===== config.mk =====
export PLATFORM = sky130hd
export DESIGN_NAME = ict_timing
export DESIGN_NICKNAME = d
export VERILOG_FILES = /design/src/ict_pkg.sv /design/src/ict_timing.sv /design/src/ict_cost_lookup.sv
export SDC_FILE = /design/constraint.sdc
export NUM_CORES = 1
export LEC_CHECK = 0
export ABC_AREA = 1
export BUFFER_PORTS_ARGS = -buffer_cell sky130_fd_sc_hd__buf_2
export CAP_MARGIN = 15
export CORE_AREA = 2 2 93 95
export CTS_BUF_LIST = sky130_fd_sc_hd__clkbuf_4
export DETAILED_ROUTE_END_ITERATION = 10
export DIE_AREA = 0 0 95 97
export PLACE_DENSITY = 0.74
export SLEW_MARGIN = 15
export SYNTH_ARGS = -nofsm -noshare
export SYNTH_HDL_FRONTEND = slang
export SYNTH_SLANG_ARGS = --single-unit
export TNS_END_PERCENT = 50

===== constraint.sdc =====
create_clock -name core_clk -period 2.7 [get_ports core_clk]
set_input_delay 0.405 -clock core_clk [delete_from_list [all_inputs] [get_ports core_clk]]
set_output_delay 0.405 -clock core_clk [all_outputs]
set_load 0.02 [all_outputs]

===== src/ict_pkg.sv =====
package ict_pkg;

	// Operation selector; codes above the last one are refused
	typedef enum logic [4:0] {
		OP_ADD, OP_AND, OP_CMP, OP_EXCLUSIVE_OR, OP_OR, OP_SUB,
		OP_SIGNED_DIVISION, OP_UNSIGNED_DIVISION,
		OP_SIGNED_MULTIPLICATION, OP_UNSIGNED_MULTIPLICATION,
		OP_ADD_IMMEDIATE, OP_AND_IMM, OP_COMPARE_IMMEDIATE, OP_XOR_IMM,
		OP_OR_IMM, OP_SUB_IMM, OP_ADD_QUICK, OP_SUB_QUICK,
		OP_QUICK_CONSTANT_LOAD
	} ict_op_t;

	// Operand size; code 3 is refused
	typedef enum logic [1:0] {SZ_BYTE, SZ_WORD, SZ_LONG} ict_size_t;

	// Destination form: address register, data register or memory
	typedef enum logic [1:0] {FORM_TO_AREG, FORM_TO_DREG, FORM_TO_MEM} ict_form_t;

	// Addressing mode of the memory operand
	typedef enum logic [1:0] {AM_REG_IND, AM_POSTINC, AM_PREDEC, AM_OTHER} ict_mode_t;

	// Loop outcome while in loop mode
	typedef enum logic [1:0] {LOOP_CONT, LOOP_TRUE, LOOP_EXPIRED} ict_loop_t;

	// Controller states, one-hot
	typedef enum logic [2:0] {
		ST_IDLE = 3'h1,
		ST_EVAL = 3'h2,
		ST_RUN = 3'h4
	} ict_state_t;

	// Widths of the answer fields
	localparam int TOTAL_CLK_W = 10;
	localparam int TOTAL_CYC_W = 5;

	// One timing entry: clocks, read cycles, write cycles
	typedef struct packed {
		logic [7:0] clk;
		logic [3:0] rd;
		logic [3:0] wr;
	} ict_cost_t;

	// One request
	typedef struct packed {
		ict_op_t op;
		ict_size_t size;
		ict_form_t form;
		logic src_is_dreg;
		ict_mode_t eff_mode;
		ict_cost_t eff_cost;
		logic loop_en;
		ict_loop_t loop_state;
	} ict_req_t;

	// One answer
	typedef struct packed {
		logic illegal;
		logic [TOTAL_CLK_W-1:0] clk;
		logic [TOTAL_CYC_W-1:0] rd;
		logic [TOTAL_CYC_W-1:0] wr;
	} ict_rsp_t;

	// Plain table entries
	localparam ict_cost_t T_DREG_BW = '{8'h04, 4'h1, 4'h0};
	localparam ict_cost_t T_DREG_L = '{8'h06, 4'h1, 4'h0};
	localparam ict_cost_t T_AREG_BW = '{8'h08, 4'h1, 4'h0};
	localparam ict_cost_t T_MEM_BW = '{8'h08, 4'h1, 4'h1};
	localparam ict_cost_t T_MEM_L = '{8'h0C, 4'h1, 4'h2};
	localparam ict_cost_t T_SDIV = '{8'h7A, 4'h1, 4'h0};
	localparam ict_cost_t T_UDIV = '{8'h6C, 4'h1, 4'h0};
	localparam ict_cost_t T_MUL = '{8'h2A, 4'h1, 4'h0};
	localparam ict_cost_t T_IMM_BW = '{8'h08, 4'h2, 4'h0};
	localparam ict_cost_t T_IMM_L = '{8'h0E, 4'h3, 4'h0};
	localparam ict_cost_t T_IMM_MEM_BW = '{8'h0C, 4'h2, 4'h1};
	localparam ict_cost_t T_IMM_MEM_L = '{8'h14, 4'h3, 4'h2};
	localparam ict_cost_t T_ANDI_MEM_L = '{8'h14, 4'h3, 4'h1};
	localparam ict_cost_t T_COMPARE_IMMEDIATE_OP_L = '{8'h0C, 4'h3, 4'h0};
	localparam ict_cost_t T_QUICK_AREG_L = '{8'h08, 4'h1, 4'h1};
	localparam ict_cost_t T_QUICK_MEM_BW = '{8'h08, 4'h1, 4'h2};

	// Loop-continued entries
	localparam ict_cost_t L_AREG_BW = '{8'h12, 4'h1, 4'h0};
	localparam ict_cost_t L_REG_L = '{8'h16, 4'h2, 4'h0};
	localparam ict_cost_t L_REG_BW = '{8'h10, 4'h1, 4'h0};
	localparam ict_cost_t L_MEM_BW = '{8'h10, 4'h1, 4'h1};
	localparam ict_cost_t L_MEM_L = '{8'h18, 4'h2, 4'h2};
	localparam ict_cost_t L_CMP_BW = '{8'h0C, 4'h1, 4'h0};
	localparam ict_cost_t L_CMP_L = '{8'h12, 4'h2, 4'h0};
	localparam ict_cost_t L_SUB_DREG_L = '{8'h14, 4'h2, 4'h0};

	// Loop exit surcharges and the predecrement surcharge
	localparam ict_cost_t LOOP_TRUE_EXTRA = '{8'h06, 4'h2, 4'h0};
	localparam ict_cost_t LOOP_EXPIRED_EXTRA = '{8'h04, 4'h2, 4'h0};
	localparam logic [7:0] PREDEC_EXTRA_CLK = 8'h02;

endpackage : ict_pkg


===== src/ict_timing.sv =====
module ict_timing
	import ict_pkg::*;
(
	// Clock and reset
	input wire logic core_clk,
	input wire logic rst_n,
	// Request side
	input wire logic req_valid,
	input wire ict_pkg::ict_req_t req,
	output logic req_ready,
	// Answer side
	output logic rsp_valid,
	output ict_pkg::ict_rsp_t rsp,
	// Instruction in progress
	output logic busy
);
	import ict_pkg::*;

	// How a request moves through the block:
	// Idle: ready is high, a valid request is copied into req_ff.
	// Eval: the held copy is weighed against the table walk in one cycle.
	// Run: busy stands for exactly the reported number of clocks.
	// A refused request goes from eval straight back to idle with
	// an answer that carries no cost, so it never occupies the bus.
	// The copy in req_ff keeps the table walk away from the live
	// request pins, which may change as soon as the request is taken.
	// Trade-off: one extra cycle of latency buys a short, registered
	// path from the request pins into the table walk.
	// Limitation: only one request is in flight at any time; the
	// requester has to wait for ready before it offers the next one.

	// Controller state
	ict_state_t state_ff;
	ict_state_t nxt_state;

	// Request held for the whole instruction
	ict_req_t req_ff;

	// Clocks still to spend in the run phase
	logic [TOTAL_CLK_W-1:0] cnt_ff;
	logic [TOTAL_CLK_W-1:0] nxt_cnt;

	// Output flops
	logic ready_ff;
	logic rsp_valid_ff;
	logic busy_ff;
	ict_rsp_t rsp_ff;
	ict_rsp_t nxt_rsp;

	// Entries from the table walk
	ict_cost_t base_cost;
	ict_cost_t loop_cost;
	logic base_plus;
	logic base_ok;
	logic loop_ok;

	// Table walk on the held request
	ict_cost_lookup u_lookup (
		.op_i(req_ff.op),
		.size_i(req_ff.size),
		.form_i(req_ff.form),
		.base_o(base_cost),
		.plus_o(base_plus),
		.base_ok_o(base_ok),
		.loop_o(loop_cost),
		.loop_ok_o(loop_ok)
	);

	// Request handshake
	wire take = req_valid && ready_ff;

	// Phase decode
	wire in_idle = (state_ff == ST_IDLE);
	wire in_eval = (state_ff == ST_EVAL);
	wire in_run = (state_ff == ST_RUN);

	// Field decode of the held request
	wire size_ok = (req_ff.size != 2'h3);
	wire is_byte = (req_ff.size == SZ_BYTE);
	wire to_areg = (req_ff.form == FORM_TO_AREG);
	wire to_dreg = (req_ff.form == FORM_TO_DREG);
	wire is_xor = (req_ff.op == OP_EXCLUSIVE_OR);

	// Divide and multiply have a single fixed size
	wire is_muldiv = (req_ff.op == OP_SIGNED_DIVISION) ||
		(req_ff.op == OP_UNSIGNED_DIVISION) ||
		(req_ff.op == OP_SIGNED_MULTIPLICATION) ||
		(req_ff.op == OP_UNSIGNED_MULTIPLICATION);
	wire muldiv_ok = !is_muldiv || (req_ff.size == SZ_WORD);

	// No byte-sized form writes an address register
	wire areg_size_ok = !(to_areg && is_byte);

	// Register exclusive-or has only the data register source
	wire xor_src_ok = !(is_xor && to_dreg) || req_ff.src_is_dreg;

	// Loop mode is limited to three addressing modes
	wire mode_in_loop_set = (req_ff.eff_mode != AM_OTHER);
	wire loop_req_ok = !req_ff.loop_en || (loop_ok && mode_in_loop_set);

	// Loop state code 3 is never valid in loop mode
	wire loop_state_ok = !req_ff.loop_en || (req_ff.loop_state != 2'h3);

	// Overall acceptance of the held request
	wire legal = base_ok && size_ok && muldiv_ok && areg_size_ok &&
		xor_src_ok && loop_req_ok && loop_state_ok;

	// Address cost joins only entries that ask for it
	wire add_eff = base_plus && !req_ff.loop_en;
	wire [7:0] eff_clk = add_eff ? req_ff.eff_cost.clk : 8'h00;
	wire [3:0] eff_rd = add_eff ? req_ff.eff_cost.rd : 4'h0;
	wire [3:0] eff_wr = add_eff ? req_ff.eff_cost.wr : 4'h0;

	// Plain total: entry plus address cost
	wire [TOTAL_CLK_W-1:0] plain_clk = {2'b00, base_cost.clk} + {2'b00, eff_clk};
	wire [TOTAL_CYC_W-1:0] plain_rd = {1'b0, base_cost.rd} + {1'b0, eff_rd};
	wire [TOTAL_CYC_W-1:0] plain_wr = {1'b0, base_cost.wr} + {1'b0, eff_wr};

	// Loop exit surcharge chosen by the loop outcome
	wire loop_true = (req_ff.loop_state == LOOP_TRUE);
	wire loop_exp = (req_ff.loop_state == LOOP_EXPIRED);
	wire [7:0] exit_clk = loop_true ? LOOP_TRUE_EXTRA.clk :
		(loop_exp ? LOOP_EXPIRED_EXTRA.clk : 8'h00);
	wire [3:0] exit_rd = loop_true ? LOOP_TRUE_EXTRA.rd :
		(loop_exp ? LOOP_EXPIRED_EXTRA.rd : 4'h0);

	// Predecrement costs extra in the loop
	wire predec = (req_ff.eff_mode == AM_PREDEC);
	wire [7:0] predec_clk = predec ? PREDEC_EXTRA_CLK : 8'h00;

	// Loop total: entry, exit surcharge and predecrement surcharge
	wire [TOTAL_CLK_W-1:0] loop_clk = {2'b00, loop_cost.clk} +
		{2'b00, exit_clk} + {2'b00, predec_clk};
	wire [TOTAL_CYC_W-1:0] loop_rd = {1'b0, loop_cost.rd} + {1'b0, exit_rd};
	wire [TOTAL_CYC_W-1:0] loop_wr = {1'b0, loop_cost.wr};

	// Final figures for the answer
	wire [TOTAL_CLK_W-1:0] sel_clk = req_ff.loop_en ? loop_clk : plain_clk;
	wire [TOTAL_CYC_W-1:0] sel_rd = req_ff.loop_en ? loop_rd : plain_rd;
	wire [TOTAL_CYC_W-1:0] sel_wr = req_ff.loop_en ? loop_wr : plain_wr;

	// Last run cycle; a zero count is treated as done so the run never hangs
	wire run_last = (cnt_ff <= {{(TOTAL_CLK_W-1){1'b0}}, 1'b1});

	// Answer is produced after a refused request or the last run cycle
	wire finish_illegal = in_eval && !legal;
	wire finish_run = in_run && run_last;

	// Sequencing notes:
	// The run phase lasts as many cycles as the total clock count,
	// so busy models the real bus occupancy of the instruction.
	// The answer word is written in the eval cycle and then stands
	// until the next request is weighed; the valid pulse only marks
	// the cycle in which the run has ended or the request was refused.
	// A total of zero cannot come out of the tables, but the done
	// test treats it as the last run cycle so the block cannot hang.
	// The default branch only guards against a broken one-hot code.

	// Next state
	always_comb begin
		nxt_state = state_ff;
		unique case (state_ff)
			ST_IDLE: begin
				if (take) begin
					nxt_state = ST_EVAL;
				end
			end
			ST_EVAL: begin
				// Refused requests skip the run phase
				nxt_state = legal ? ST_RUN : ST_IDLE;
			end
			ST_RUN: begin
				if (run_last) begin
					nxt_state = ST_IDLE;
				end
			end
			default: begin
				// Any broken code falls back to idle
				nxt_state = ST_IDLE;
			end
		endcase
	end

	// Count loads the whole total so the run spans every counted clock
	always_comb begin
		nxt_cnt = cnt_ff;
		if (in_eval) begin
			nxt_cnt = legal ? sel_clk : '0;
		end else if (in_run && !run_last) begin
			nxt_cnt = cnt_ff - {{(TOTAL_CLK_W-1){1'b0}}, 1'b1};
		end
	end

	// Answer word, captured once the request has been weighed
	always_comb begin
		nxt_rsp = rsp_ff;
		if (in_eval) begin
			nxt_rsp.illegal = !legal;
			nxt_rsp.clk = legal ? sel_clk : '0;
			nxt_rsp.rd = legal ? sel_rd : '0;
			nxt_rsp.wr = legal ? sel_wr : '0;
		end
	end

	// Controller registers
	always_ff @(posedge core_clk or negedge rst_n) begin
		if (!rst_n) begin
			state_ff <= ST_IDLE;
			cnt_ff <= '0;
		end else begin
			state_ff <= nxt_state;
			cnt_ff <= nxt_cnt;
		end
	end

	// Request capture; only a taken request overwrites the copy
	always_ff @(posedge core_clk or negedge rst_n) begin
		if (!rst_n) begin
			req_ff <= '0;
		end else if (take) begin
			req_ff <= req;
		end
	end

	// Register notes:
	// Every output is taken straight from a flop so a requester on
	// the same clock sees clean, settled levels at each edge.
	// Reset values: ready high, valid low, busy low, answer zero.
	// Ready and busy are computed from the next state so they change
	// on the same edge as the state itself, without a cycle of lag.
	// The answer flops load only in eval; at all other times the
	// next-value logic returns the current word, so it holds steady.
	// The valid flop is a one-cycle pulse: it rises on the edge that
	// ends the run or refuses the request and falls on the next one.
	// Because ready rises on that same edge, a new request can be
	// taken back to back with the answer of the previous one.

	// Answer registers
	always_ff @(posedge core_clk or negedge rst_n) begin
		if (!rst_n) begin
			rsp_ff <= '0;
			rsp_valid_ff <= 1'b0;
		end else begin
			rsp_ff <= nxt_rsp;
			rsp_valid_ff <= finish_illegal || finish_run;
		end
	end

	// Ready and busy follow the next state so they come from flops
	always_ff @(posedge core_clk or negedge rst_n) begin
		if (!rst_n) begin
			ready_ff <= 1'b1;
			busy_ff <= 1'b0;
		end else begin
			ready_ff <= (nxt_state == ST_IDLE);
			busy_ff <= (nxt_state == ST_RUN);
		end
	end

	// Port drivers
	// Plain wires from the flops above; no logic sits between the
	// registers and the pins, so output timing is a flop delay only.
	// Limitation: the answer reflects the maximum figure for divide
	// and multiply; data-dependent timing is not modelled here.
	// Loop exit surcharges are shared by all loop-capable operations.
	assign req_ready = ready_ff;
	assign rsp_valid = rsp_valid_ff;
	assign rsp = rsp_ff;
	assign busy = busy_ff;

	// Idle decode kept for clarity of the handshake timing
	wire unused_idle = in_idle;

endmodule : ict_timing


===== src/ict_cost_lookup.sv =====
module ict_cost_lookup
	import ict_pkg::*;
(
	// Request fields
	input wire ict_pkg::ict_op_t op_i,
	input wire ict_pkg::ict_size_t size_i,
	input wire ict_pkg::ict_form_t form_i,
	// Plain entry
	output ict_pkg::ict_cost_t base_o,
	output logic plus_o,
	output logic base_ok_o,
	// Loop-continued entry
	output ict_pkg::ict_cost_t loop_o,
	output logic loop_ok_o
);
	import ict_pkg::*;

	// Byte and word share one column
	wire bw = (size_i != SZ_LONG);
	wire to_a = (form_i == FORM_TO_AREG);
	wire to_d = (form_i == FORM_TO_DREG);

	// Table walk: one entry per operation, size and form
	always_comb begin
		base_o = '0;
		plus_o = 1'b1;
		base_ok_o = 1'b0;
		loop_o = '0;
		loop_ok_o = 1'b0;
		unique case (op_i)
			OP_ADD, OP_SUB: begin
				base_ok_o = 1'b1;
				loop_ok_o = 1'b1;
				if (to_a) begin
					base_o = bw ? T_AREG_BW : T_DREG_L;
					loop_o = bw ? L_AREG_BW : L_REG_L;
				end else if (to_d) begin
					base_o = bw ? T_DREG_BW : T_DREG_L;
					loop_o = bw ? L_REG_BW : ((op_i == OP_SUB) ? L_SUB_DREG_L : L_REG_L);
				end else begin
					base_o = bw ? T_MEM_BW : T_MEM_L;
					loop_o = bw ? L_MEM_BW : L_MEM_L;
				end
			end
			OP_AND, OP_OR: begin
				base_ok_o = !to_a;
				loop_ok_o = !to_a;
				base_o = to_d ? (bw ? T_DREG_BW : T_DREG_L) : (bw ? T_MEM_BW : T_MEM_L);
				// The byte and word memory form of OR reads but shows no write in the loop
				if (to_d || op_i == OP_OR) begin
					loop_o = bw ? L_REG_BW : (to_d ? L_REG_L : L_MEM_L);
				end else begin
					loop_o = bw ? L_MEM_BW : L_MEM_L;
				end
			end
			OP_CMP: begin
				base_ok_o = (form_i != FORM_TO_MEM);
				loop_ok_o = base_ok_o;
				base_o = (bw && to_d) ? T_DREG_BW : T_DREG_L;
				loop_o = bw ? L_CMP_BW : L_CMP_L;
			end
			OP_EXCLUSIVE_OR: begin
				base_ok_o = !to_a;
				// Register form takes no address cost and has no loop form
				plus_o = !to_d;
				loop_ok_o = (form_i == FORM_TO_MEM);
				base_o = to_d ? (bw ? T_DREG_BW : T_DREG_L) : (bw ? T_MEM_BW : T_MEM_L);
				loop_o = bw ? L_REG_BW : L_MEM_L;
			end
			OP_SIGNED_DIVISION: begin
				base_ok_o = to_d;
				base_o = T_SDIV;
			end
			OP_UNSIGNED_DIVISION: begin
				base_ok_o = to_d;
				base_o = T_UDIV;
			end
			OP_SIGNED_MULTIPLICATION, OP_UNSIGNED_MULTIPLICATION: begin
				base_ok_o = to_d;
				base_o = T_MUL;
			end
			OP_ADD_IMMEDIATE, OP_XOR_IMM, OP_OR_IMM, OP_SUB_IMM, OP_AND_IMM: begin
				base_ok_o = !to_a;
				plus_o = !to_d;
				if (to_d) begin
					base_o = bw ? T_IMM_BW : T_IMM_L;
				end else if (!bw && op_i == OP_AND_IMM) begin
					base_o = T_ANDI_MEM_L;
				end else begin
					base_o = bw ? T_IMM_MEM_BW : T_IMM_MEM_L;
				end
			end
			OP_COMPARE_IMMEDIATE: begin
				base_ok_o = !to_a;
				plus_o = !to_d;
				base_o = bw ? T_IMM_BW : T_COMPARE_IMMEDIATE_OP_L;
			end
			OP_ADD_QUICK, OP_SUB_QUICK: begin
				base_ok_o = 1'b1;
				plus_o = (form_i == FORM_TO_MEM);
				if (bw) begin
					base_o = to_d || to_a ? T_DREG_BW :
						((op_i == OP_ADD_QUICK) ? T_QUICK_MEM_BW : T_MEM_BW);
				end else begin
					base_o = to_d ? T_AREG_BW : (to_a ? ((op_i == OP_ADD_QUICK) ? T_QUICK_AREG_L : T_AREG_BW) : T_MEM_L);
				end
			end
			OP_QUICK_CONSTANT_LOAD: begin
				base_ok_o = to_d && !bw;
				plus_o = 1'b0;
				base_o = T_DREG_BW;
			end
			default: begin
				base_ok_o = 1'b0;
			end
		endcase
	end

endmodule : ict_cost_lookup


Yosys cells after proc, flatten, opt, wreduce, memory -nomap -nowiden
Cells that the tools add are included.
{"block": "word_totals", "out_inout_bits": 24, "reg_bits": 68, "in_bits": 34}
{"block": "op_classes", "muxes": 53, "n_reduce_logical": 50, "magnitude_cmp": 1, "n_addsub": 7, "eq_ne": 34}
{"op": "16-bit two-way mux", "count": 13}
{"op": "16-bit one-hot mux with 10 select lines", "count": 1}
{"op": "10-bit two-way mux", "count": 7}
{"op": "16-bit one-hot mux with 4 select lines", "count": 1}
{"op": "12-bit two-way mux", "count": 4}
{"op": "11-bit two-way mux", "count": 4}
{"op": "5-bit by 4-bit equality test with 1-bit output (second input constant)", "count": 8}
{"op": "13-bit two-way mux", "count": 2}
{"op": "5-bit by 3-bit equality test with 1-bit output (second input constant)", "count": 4}
{"op": "5-bit two-way mux", "count": 4}
{"op": "1-bit logical AND", "count": 17}
{"op": "5-bit equality test (second input constant)", "count": 3}
{"op": "3-bit two-way mux", "count": 5}
{"op": "4-bit by 4-bit adder with 5-bit output", "count": 2}
{"op": "9-bit by 2-bit adder with 10-bit output", "count": 1}
{"op": "5-bit by 2-bit equality test with 1-bit output (second input constant)", "count": 2}
{"op": "10-bit by 1-bit less-or-equal comparator with 1-bit output (second input constant)", "count": 1}
{"op": "1-bit logical OR", "count": 10}
{"op": "2-bit != test (second input constant)", "count": 5}
{"op": "10-bit by 1-bit subtractor with 10-bit output (second input constant)", "count": 1}
{"op": "8-bit by 3-bit adder with 9-bit output", "count": 1}
{"op": "8-bit by 8-bit adder with 9-bit output", "count": 1}
{"op": "1-bit zero test", "count": 9}
{"op": "3-bit one-hot mux with 3 select lines", "count": 1}
{"op": "23 further kinds", "count": 38}

Logic depth before layout (Yosys ltp)
Gate-level depths: netlist (run 1).
{"block": "depth", "word_depth": 14, "depth_mapped": 22, "depth_no_buf": 22}

Cells and area by module
A second synthesis (run 1) with hierarchy kept.
{"block": "hier_totals", "cells_unflattened": 679, "area_unflattened_um2": 4844.6}
{"mod": "ict_timing", "cells_each": 502, "seq_area_each_um2": 1679.1, "instances": 1, "area_per_inst_um2": 4015.1}
{"mod": "ict_cost_lookup", "cells_each": 177, "seq_area_each_um2": 0.0, "instances": 1, "area_per_inst_um2": 829.5}

Worst setup path after synthesis (run 1)
Ideal clock, no wire load.
{"block": "synth_timing", "kind": "register -> register", "from": "register req_ff[27] (netlist bit)", "to": "register cnt_ff[7]", "setup_ns": 0.122, "required_ns": 2.578, "setup_slack_ns": -0.168, "path_buffers": 1, "arrival_time_ns": 2.745, "stages_incl_launch_ff": 22, "period_less_slack_ns": 2.868, "path_cell_list": "dfrtp_1 nor2_1 inv_1 nor2_1 nand2_1 nand2_1 nand2_1 nand3_2 nand2_2 buf_4 nor2_1 ha_1 inv_1 fa_1 nor2_1 o21ai_0 nand2_1 nand2_1 nand2_1 nand4_1 nand3_1 a21oi_1"}
{"block": "synth_via", "elab_chain_cells": 13, "word_cells_on_any_way": 67, "cone_classes": "3 x add/sub; 18 x eq/ne; 16 x mux; 30 x reduce/logical"}
{"item": "start, declared", "line_no": "ict_timing.sv:37", "rtl": "ict_req_t req_ff;"}
{"item": "start signal, assigned", "line_no": "ict_timing.sv:221", "rtl": "req_ff <= req;"}
{"item": "parallel branches: the longest is 11 deep, another holds 9-bit by 2-bit adder with 10-bit output"}
{"item": "10-bit two-way mux (*)", "line_no": "ict_timing.sv:188", "rtl": "nxt_cnt = legal ? sel_clk : '0;"}
{"item": "10-bit two-way mux (*)", "line_no": "ict_timing.sv:187", "rtl": "if (in_eval) begin"}
{"item": "end signal, assigned", "line_no": "ict_timing.sv:212", "rtl": "cnt_ff <= nxt_cnt;"}
{"item": "end, declared", "line_no": "ict_timing.sv:40", "rtl": "logic [TOTAL_CLK_W-1:0] cnt_ff;"}
Every way passes the cells marked *.
A chain may end at the register's enable or synchronous reset.

Worst setup path in the final report (run 1)
{"block": "layout_timing", "from": "register req_ff[30] (netlist bit)", "to": "register cnt_ff[7]"}
The elaborated chain is that of the path after synthesis.

==> impl_metrics.py, run 1 <==
metrics = {
    "final_layout": {
        "drive_gt1_share_pct": 39.3,
        "final_nets": 785,
        "layoutNonFillerInstCount": 837,
        "fin_util_pct": 73.3,
        "design_area_um2": 5960,
        "diodes": 0,
        "area_growth_pct": 37.8,
    },
    "timing": {
        "skew_ns": 0.0172,
        "period_share_pct": 103,
        "hold_viol": 0,
        "worst_pin_slew_ns": 0.827,
        "maxSlewHeadroom_pct": 44.7,
        "fin_crit_ns": 2.79,
        "fin_ws_ns": -0.0943,
        "max_freq_mhz": 358,
        "grt_setup_unrepaired": "yes",
        "setup_viol": 8,
        "whs_ns": 0.190,
        "maxSlewViolCount": 0,
    },
    "yosys": {
        "syn-cell-area_um2": 4330,
        "synth_top_area_cell": "dfrtp_1",
        "yosysMostFrequentCell": "nand2_1",
        "ys_seq_area_share_pct": 38.8,
        "synth.distinct_cells": 42,
        "syn_nets": 646,
        "async_reset_ff_share_pct": 100,
        "postSynthCellCount": 588,
        "yosys-top-cells-count": "nand2_1, nor2_1, inv_1",
        "yosysTopAreaCellShare_pct": 37.6,
        "synth_ff_type": "dfrtp_1",
        "syn_avg_cell_area_um2": 7.36,
        "netlist_top_cells_area": "dfrtp_1, nand2_1, nor2_1, inv_1, ha_1",
        "synth_edf_count": 0,
        "yosysWarnings": 0,
        "synth.ff_latch_count": 67,
    },
    "setup_path": {
        "start_kind": "register",
        "cp.required_ns": 3.08,
        "cp-end-kind": "register",
        "critPathMaxStageDelay_ns": 0.51,
        "path_class": "register to register",
        "crit_top_cell": "nand2_2",
        "cp_max_fo": 6,
        "arrival_ns": 3.17,
        "crit_chain": "buf_6 -> buf_4 -> nor4_4 -> inv_1 -> nand3_1 -> a21oi_1 -> nand3_1 -> ha_4 -> inv_2 -> fa_2 -> nor2_4 -> o21ai_2 -> nand2_2 -> nand2_2 -> nand2_2 -> inv_1 -> nand2_1 -> nand3_2 -> a21oi_2",
        "cpMaxStageDelayCell": "dfrtp_2",
    },
    "power": {
        "ir_drop_mv": 0.611,
        "p_leak_uw": 0.00312,
        "power.density_cell_area_nw_per_um2": 928,
    },
    "floorplan": {
        "initial_utilization_pct": 53.2,
        "die_x_um": 95,
        "die_h_um": 97,
        "die_area_um2": 9220,
        "rows": 33,
        "io_pins": 58,
        "coreArea_um2": 8130,
    },
    "place": {
        "dp_cells": 789,
        "dpl.hpwl_um": 9450,
        "io_buffers": 56,
        "gp_congestion": 0.986,
        "placedInstanceArea_um2": 5130,
    },
    "grt": {
        "grt_pass1_wl_um": 20300,
        "grtUsageTotal_pct": 28.1,
        "grt_max_degree": 46,
        "grt_pass1_vias": 4367,
        "grt_overflow": 0,
        "antenna_found_initial": 0,
    },
    "route": {
        "firstDrtPassIters": 5,
        "num_vias": 4503,
        "wl_um": 13100,
        "viasPerCell": 5.38,
        "wl_met1_um": 5560,
        "first_iter_violations": 301,
        "drc": 0,
        "top_layer": "met4",
        "wl_met2_um": 6550,
        "antenna_left": 0,
        "post_drt_wl_per_cell_um": 15.7,
        "wl_met3_um": 576,
    },
    "status": {
        "violations": "negative setup slack",
        "outcome": "finished, violations left",
    },
    "clocking": {
        "cts_tree": "yes",
        "cts_htree_levels": 3,
        "clockBufferDepth": 2,
        "clock_sinks": 67,
        "clock-root-buffer": "clkbuf_4",
        "clk_pin_slew_ns": 0.12,
        "clk_latency_ns": 0.44,
        "numCtsBuffers": 9,
    },
    "run": {
        "cap_violations": 0,
    },
    "worst_hold_path": {
        "min_path_type": "primary input to register",
    },
}
## flip-flops by register name, summed over array words and instances (netlist names)
register and count:
req_ready 1, state_ff 3, req_ff 31, rsp_valid 1, busy 1, cnt_ff 10
rsp 20
## through the flow
step	TNS [ns]	power, uW	setup slack [ns]
finish	-0.338	5530	-0.0943
detailed placement	-1.78	4080	-0.204
CTS	-0.238	5000	-0.0951
global route	-2.81	5930	-0.252
floorplan	0	3130	0.00457
global placement	-0.601	4010	-0.116
## metal layers
layer / GRT usage, % / vias up
met5: 0 / -
met4: 11.4 / 0
met3: 2.96 / 36
met2: 47.2 / 156
met1: 36.7 / 2128
li1: - / 2183
## critical path: cells and delay by family (launching register included)
kind / cells / cell delay [ns]
flip-flops: 1 / 0.51
AND/OR/NAND/NOR: 9 / 0.97
AO/OA/AOI/OAI: 3 / 0.27
adder cells (fa/ha/maj): 2 / 0.53
buffers and inverters: 5 / 0.46
## logic make-up after synthesis
logic type | count (synthesis) | synth area share [%]
buffers and inverters | 97 | 8.79
other | 1 | 0.0866
DFF | 67 | 38.8
muxes | 13 | 3.35
adders and majority gates | 24 | 7.80
AOI/OAI and AO/OA | 92 | 11.8
xor gates and xnor gates | 3 | 0.607
and+or+nand+nor | 291 | 28.8
## layout by cell type, fill, tap and decap left out, types with 3 or more instances in the layout
| master | netlist | final |
|---|---|---|
| nor2_4 | 0 | 13 |
| nand2_1 | 122 | 99 |
| nand2_4 | 0 | 3 |
| nand2_2 | 4 | 24 |
| dfrtp_2 | 0 | 5 |
| inv_1 | 75 | 64 |
| inv_2 | 7 | 14 |
| mux2_2 | 12 | 12 |
| nand3_2 | 3 | 12 |
| a21oi_1 | 41 | 36 |
| ha_1 | 19 | 11 |
| clkinv_4 | 0 | 3 |
| dfrtp_1 | 65 | 60 |
| o21ai_0 | 25 | 18 |
| o21ai_1 | 8 | 12 |
| buf_4 | 2 | 72 |
| clkbuf_4 | 0 | 9 |
| buf_2 | 1 | 56 |
| a21oi_2 | 1 | 6 |
| nor2_1 | 92 | 76 |
| o21a_1 | 3 | 3 |
| nor2_2 | 6 | 9 |
| nand4_1 | 14 | 14 |
| o21ai_2 | 0 | 3 |
| nor3_1 | 7 | 5 |
| inv_4 | 0 | 3 |
| buf_6 | 1 | 11 |
| ha_4 | 0 | 6 |
| nand3_1 | 37 | 27 |
| fa_2 | 0 | 5 |
## final cells by class
| type | count | area (um2) |
|---|---|---|
| sequential | 67 | 1690 |
| clock buffer | 9 | 67.6 |
| clock inverter | 7 | 76.3 |
| fill | 662 | 2170 |
| timing repair buffer | 143 | 1010 |
| inverter | 82 | 320 |
| multi-input combinational | 424 | 2670 |
| tap | 105 | 131 |
## report_power, final
part | total, uW | internal [uW] | switching [uW]
Sequential | 1610 | 1310 | 308
Clock | 702 | 286 | 416
Combinational | 3220 | 1400 | 1820
Total | 5530 | 2990 | 2540
## path summary, 6_finish.rpt
kind / from / end / slack [ns] / cells past startpoint
min in group asynchronous: rst_n / rsp[14] / 0.50 / 2
max in group asynchronous: rst_n / state_ff[0] / 1.50 / 3
min: req[22] / req_ff[22] / 0.19 / 2
min reg2reg: rsp[15] / rsp[15] / 0.49 / 2
max reg2reg: req_ff[30] / cnt_ff[7] / -0.09 / 19
max: req_ff[30] / cnt_ff[7] / -0.09 / 19
## repair_timing
item | CTS | global route
setup buffers | 16 | 16
endpoints found under the hold margin | 26 | 0
gates resized for setup | 46 | 78
pin swaps | 25 | 56
endpoints found under the setup margin | 18 | 21
hold buffers | 1 | 0
No activity file was read; power rests on OpenSTA's default activity.
==> run 2: changes to the inputs <==
Settings changed: ABC_AREA 1 to default, PLACE_DENSITY 0.74 to 0.73.
==> run 2 against run 1 <==
Against the previous run:
- the flow still finishes with violations (negative setup slack)
- die area is the same
- clock power is essentially flat
- sequential power grew 6%
- worst hold slack gained 0.012 ns
- setup slack lost 0.18 ns
- combinational power grew 49%
- critical endpoint is now cnt_ff[6]
- highest routed layer unchanged
==> impl_metrics.py, run 2 <==
metrics = {
    "clocking": {
        "cts_htree_levels": 3,
        "clock-root-buffer": "clkbuf_4",
        "cts_tree": "yes",
        "clock_sinks": 67,
        "numCtsBuffers": 9,
        "clockBufferDepth": 2,
        "clk_latency_ns": 0.42,
        "clk_pin_slew_ns": 0.14,
    },
    "yosys": {
        "synth.ff_latch_count": 67,
        "synth.distinct_cells": 61,
        "synth_ff_type": "dfrtp_1",
        "syn_nets": 524,
        "postSynthCellCount": 466,
        "syn_avg_cell_area_um2": 9.20,
        "yosysWarnings": 0,
        "syn-cell-area_um2": 4290,
        "synth_edf_count": 0,
        "async_reset_ff_share_pct": 100,
        "synth_top_area_cell": "dfrtp_1",
        "yosysTopAreaCellShare_pct": 37.9,
        "yosysMostFrequentCell": "dfrtp_1",
        "yosys-top-cells-count": "dfrtp_1, nand2_1, nor2_1",
        "ys_seq_area_share_pct": 39.2,
        "netlist_top_cells_area": "dfrtp_1, mux2_2, ha_1, nand2_1, a21oi_1",
    },
    "setup_path": {
        "path_class": "register to register",
        "cpMaxStageDelayCell": "or4_4",
        "critPathCapture": "cnt_ff[6]",
        "crit_top_cell": "buf_4",
        "cp_max_fo": 4,
        "start_kind": "register",
        "worst-r2r-setup-slack_ns": -0.27,
        "crit_chain": "buf_4 -> nor2_4 -> buf_4 -> nor2_1 -> o21ai_0 -> nand3_1 -> or2_4 -> ha_4 -> a211oi_2 -> nor2_2 -> o22ai_2 -> xnor2_1 -> or4_4 -> o21ai_1",
        "reg2reg_to": "cnt_ff[6]",
        "critPathMaxStageDelay_ns": 0.51,
        "cp.required_ns": 3.05,
        "worstReg2RegStart": "req_ff[28]",
        "crit_start": "req_ff[28]",
        "arrival_ns": 3.32,
        "r2r_cells": 14,
        "cp-end-kind": "register",
    },
    "final_layout": {
        "area_growth_pct": 36.6,
        "fill_cells": 574,
        "largest_reg_flops": 31,
        "layoutNonFillerInstCount": 707,
        "largest-register": "req_ff",
        "drive_gt1_share_pct": 45.0,
        "final_nets": 655,
        "design_area_um2": 5860,
        "layout.cells.most_common": "buf_4",
        "layout_common_cells": "buf_4, dfrtp_1, buf_2, nand2_1, mux2_2",
        "diodes": 0,
    },
    "timing": {
        "hold_viol": 0,
        "maxSlewViolCount": 0,
        "worst_pin_slew_ns": 0.668,
        "max_freq_mhz": 336,
        "setup_viol": 15,
        "maxSlewHeadroom_pct": 55.4,
        "grt_setup_unrepaired": "yes",
        "fin_crit_ns": 2.97,
        "fin_ws_ns": -0.274,
        "period_share_pct": 110,
        "skew_ns": 0.0244,
        "whs_ns": 0.202,
    },
    "place": {
        "dpl.hpwl_um": 9450,
        "pre_cts_slack_ns": -0.395,
        "gp_congestion": 1.02,
        "io_buffers": 56,
        "dp_cells": 679,
        "placedInstanceArea_um2": 5380,
    },
    "route": {
        "firstDrtPassIters": 7,
        "wl_um": 12900,
        "first_iter_violations": 389,
        "drc": 0,
        "antenna_left": 0,
        "viasPerCell": 5.89,
        "num_vias": 4161,
        "post_drt_wl_per_cell_um": 18.3,
    },
    "floorplan": {
        "io_pins": 58,
        "initial_utilization_pct": 52.7,
        "die_area_um2": 9220,
        "coreArea_um2": 8130,
        "rows": 33,
        "die_x_um": 95,
        "die_h_um": 97,
    },
    "grt": {
        "grt_pass1_wl_um": 21100,
        "grtUsageTotal_pct": 29.4,
        "grt_pass1_vias": 4168,
        "grt_overflow": 0,
        "antenna_found_initial": 0,
        "grt_max_degree": 68,
    },
    "run": {
        "cap_violations": 0,
    },
    "power": {
        "ir_drop_mv": 0.606,
        "p_leak_uw": 0.00273,
        "power.density_cell_area_nw_per_um2": 1230,
    },
    "worst_hold_path": {
        "worstHoldStart": "req[10]",
        "min_path_type": "primary input to register",
    },
    "status": {
        "violations": "negative setup slack",
        "outcome": "finished, violations left",
    },
}
run 2: area by class of cell:
cell class	count	area [um2]	share of cell area, %
Clock buffer	9	67.6	1.15
Clock inverter	7	75.1	1.28
Sequential cell	67	1680	28.8
Timing Repair Buffer	151	1060	18.1
Tap cell	105	131	2.24
Multi-Input combinational cell	344	2740	46.8
Inverter	24	97.6	1.67
run 2: critical path: cells and delay by family (launching register included):
| kind | cells | cell delay [ns] |
|---|---|---|
| AND/OR/NAND/NOR | 6 | 1.14 |
| AO/OA/AOI/OAI | 4 | 0.68 |
| flip-flops | 1 | 0.46 |
| buffers and inverters | 2 | 0.30 |
| adder cells (fa/ha/maj) | 1 | 0.24 |
| XOR/XNOR | 1 | 0.09 |
run 2: cell families (layout without fill, tap and decap cells):
kind of cell / Yosys count / after routing / synth area share, %
AO/OA/AOI/OAI: 112 / 112 / 17.2
XOR/XNOR: 15 / 15 / 3.06
adder cells (fa/ha/maj): 24 / 24 / 7.88
buffers and inverters: 55 / 191 / 5.25
flip-flops: 67 / 67 / 39.2
multiplexers: 34 / 34 / 8.87
other: 1 / 1 / 0.0875
AND/OR/NAND/NOR: 158 / 158 / 18.4
run 2: power breakdown:
part	total [uW]	internal, uW	switching [uW]
Sequential	1710	1380	337
Clock	704	290	414
Combinational	4800	2310	2490
Total	7220	3980	3240
run 2: routing by layer:
| metal | share of wire (%) | vias up | track usage, % | wire length, um |
|---|---|---|---|---|
| li1 | - | 1921 | - | - |
| met1 | 43 | 2004 | 40.2 | 5590 |
| met2 | 48 | 202 | 47.2 | 6160 |
| met3 | 7.1 | 34 | 5.37 | 915 |
| met4 | 2.1 | 0 | 9.14 | 270 |
| met5 | 0 | - | 0 | 0 |
run 2: worst min-delay path by stage:
stage | endpoint | slack, ns | depth (start not counted)
2_1_floorplan | busy | 0.11 | 0
3_3_place_gp | req_ff[28] | 0.45 | 2
3_5_place_dp | req_ff[28] | 0.45 | 2
4_1_cts | req_ff[14] | 0.19 | 2
5_1_grt | req_ff[14] | 0.18 | 2
6_report | req_ff[10] | 0.20 | 2
run 2: repair_timing:
action                                 CTS  global route
endpoints found under the hold margin   27             0
hold buffers                             1             0
resized for setup                       44            32
pin swaps                               31            17
setup endpoints to repair               18            31
buffers inserted                         7             6
run 2: stage by stage:
step,total power (uW),utilization (%),TNS [ns]
floorplan,4260,-,-1.16
global placement,5730,66.2,-2.41
detailed placement,5850,66.2,-3.48
CTS,6810,70.1,-1.56
global route,7700,72.0,-4.06
finish,7220,72.0,-2.00
==> run 3: changes to the inputs <==
Settings changed: CORE_AREA 2 2 93 95 to 8 8 99 101, DIE_AREA 0 0 95 97 to 0 0 107 109, SETUP_SLACK_MARGIN from default to 0.15.
Clock period 2.7 ns to 2.5 ns, I/O delays scaled along.
==> run 3 against run 2 <==
Against the previous run:
- the run still ends with negative setup slack left
- utilization grew 0.97 points
- register-to-register slack lost 0.17 ns
- maximum frequency grew 1.1%
- non-clock buffer count grew 12
- critical endpoint is now rsp[16]
==> impl_metrics.py, run 3 (synthesis results as in run 2) <==
metrics = {
    "status": {
        "outcome": "finished, violations left",
        "violations": "negative setup slack",
    },
    "grt": {
        "grtUsageTotal_pct": 23.1,
        "grt_pass1_vias": 4146,
        "grt_overflow": 0,
        "grt_max_degree": 68,
        "grt_pass1_wl_um": 21100,
        "antenna_found_initial": 0,
    },
    "setup_path": {
        "start_kind": "register",
        "crit_top_cell": "buf_6",
        "arrival_ns": 3.33,
        "path_class": "register to register",
        "worstReg2RegStart": "req_ff[27]",
        "critPathTopFamily": "simple AND/OR/NAND/NOR gates",
        "r2r_cells": 15,
        "cpMaxStageDelayCell": "or4_4",
        "worst-r2r-setup-slack_ns": -0.44,
        "reg2reg_to": "rsp[16]",
        "cp_max_fo": 6,
        "critPathMaxStageDelay_ns": 0.51,
        "crit_buf_inv": 4,
        "cp.required_ns": 2.88,
        "cp-end-kind": "register",
        "crit_chain": "buf_6 -> nor2_4 -> a2111oi_4 -> buf_4 -> nor3_4 -> buf_6 -> nand2_4 -> inv_2 -> ha_4 -> a211oi_4 -> nor2_2 -> o22ai_2 -> xnor2_2 -> or4_4 -> nand2_1",
        "crit_start": "req_ff[27]",
        "worst-path-stages": 15,
        "critPathCapture": "rsp[16]",
    },
    "timing": {
        "setup_viol": 31,
        "max_freq_mhz": 340,
        "skew_ns": 0.0164,
        "fin_crit_ns": 2.94,
        "maxSlewViolCount": 0,
        "hold_viol": 0,
        "period_share_pct": 118,
        "grt_setup_unrepaired": "yes",
        "worst_pin_slew_ns": 0.561,
        "maxSlewHeadroom_pct": 62.5,
        "fin_ws_ns": -0.441,
    },
    "floorplan": {
        "coreArea_um2": 8380,
        "initial_utilization_pct": 51.1,
        "die_x_um": 107,
        "io_pins": 58,
        "die_area_um2": 11700,
        "rows": 34,
        "die_h_um": 109,
    },
    "power": {
        "ir_drop_mv": 0.672,
        "p_leak_uw": 0.00284,
        "p_total_uw": 8030,
        "power.density_cell_area_nw_per_um2": 1310,
    },
    "clocking": {
        "numCtsBuffers": 9,
        "clockBufferDepth": 2,
        "clk_pin_slew_ns": 0.12,
        "cts_tree": "yes",
        "cts_htree_levels": 3,
        "clk_latency_ns": 0.44,
        "clock_sinks": 67,
        "clock-root-buffer": "clkbuf_4",
    },
    "final_layout": {
        "diodes": 0,
        "layoutNonFillerInstCount": 722,
        "layout.cells.most_common": "buf_4",
        "drive_gt1_share_pct": 50.5,
        "largest_reg_flops": 31,
        "largest-register": "req_ff",
        "layout_common_cells": "buf_4, dfrtp_1, buf_2, nand2_1, mux2_2",
        "area_growth_pct": 42.6,
        "final_nets": 667,
    },
    "place": {
        "dpl.hpwl_um": 9590,
        "io_buffers": 56,
        "dp_cells": 684,
        "gp_congestion": 0.950,
    },
    "route": {
        "antenna_left": 0,
        "firstDrtPassIters": 5,
        "viasPerCell": 5.72,
        "num_vias": 4127,
        "post_drt_wl_per_cell_um": 18.3,
        "first_iter_violations": 187,
        "wl_um": 13200,
        "drc": 0,
    },
    "run": {
        "cap_violations": 0,
    },
    "worst_hold_path": {
        "min_path_type": "primary input to register",
    },
}
-- run 3: cell types whose count changed in the layout (fill, tap and decap cells not counted), moves of 3 or more --
cell | before | now
buf_4 | 82 | 86
buf_6 | 10 | 19
nand2_1 | 43 | 39
inv_2 | 2 | 6
nand2_2 | 2 | 5
o21ai_0 | 6 | 3
inv_4 | 3 | 0
ha_4 | 5 | 8
nor3_2 | 0 | 3
-- run 3: how the worst min path moves through the flow --
stage            start  slack, ns  cells past startpoint         end
2_1_floorplan    rst_n       0.08                      0        busy
3_3_place_gp     rst_n       0.42                      2  req_ff[29]
3_5_place_dp     rst_n       0.42                      2     rsp[14]
4_1_cts         req[8]       0.15                      2   req_ff[8]
5_1_grt        req[16]       0.15                      2  req_ff[16]
6_report        req[8]       0.16                      2   req_ff[8]
-- run 3: stage by stage --
step / utilization (%) / setup TNS (ns) / hold slack [ns] / instance area (um2) / setup WS [ns]
final: 73.0 / -5.84 / 0.165 / 6110 / -0.441
after global placement: 64.6 / -9.57 / 0.419 / 5410 / -0.534
after detailed placement: 64.6 / -8.36 / 0.424 / 5410 / -0.539
after floorplan: - / -3.27 / 0.0794 / 4570 / -0.434
after CTS: 70.3 / -4.99 / 0.152 / 5890 / -0.409
after global routing: 73.0 / -9.71 / 0.153 / 6110 / -0.559
-- run 3: final cells by class --
type                            count  area [um2]
Multi-Input combinational cell    344        2900
Fill cell                         613        2270
Sequential cell                    67        1680
Timing Repair Buffer              163        1170
Tap cell                          108         135
Inverter                           24        90.1
Clock buffer                       10        75.1
Clock inverter                      6        65.1
-- run 3: power by group --
part           switching [uW]  leakage, uW  internal, uW
sequential                372     0.000841          1490
combinational            2780      0.00192          2640
clock                     437    0.0000768           318
-- run 3: what timing repair did --
item / 4_1_cts / 5_1_grt
gates resized for setup: 65 / 38
buffers inserted: 15 / 6
endpoints found under the hold margin: 65 / 0
hold buffers: 1 / 0
pin swaps: 31 / 26
setup endpoints to repair: 34 / 34
-- run 3: routing by layer --
metal	GRT usage (%)	up-vias	wire (um)
met5	0	-	0
met1	30.0	2013	5720
met4	7.14	0	329
li1	-	1947	-
met3	5.56	26	814
met2	37.5	141	6330
-- run 3: worst register-to-register path: stages (launching register included) --
cell	delay (ns)
dfrtp_2	0.49
buf_6	0.15
nor2_4	0.14
a2111oi_4	0.04
buf_4	0.16
nor3_4	0.27
buf_6	0.15
nand2_4	0.05
inv_2	0.06
ha_4	0.20
a211oi_4	0.21
nor2_2	0.06
o22ai_2	0.20
xnor2_2	0.12
or4_4	0.51
nand2_1	0.08
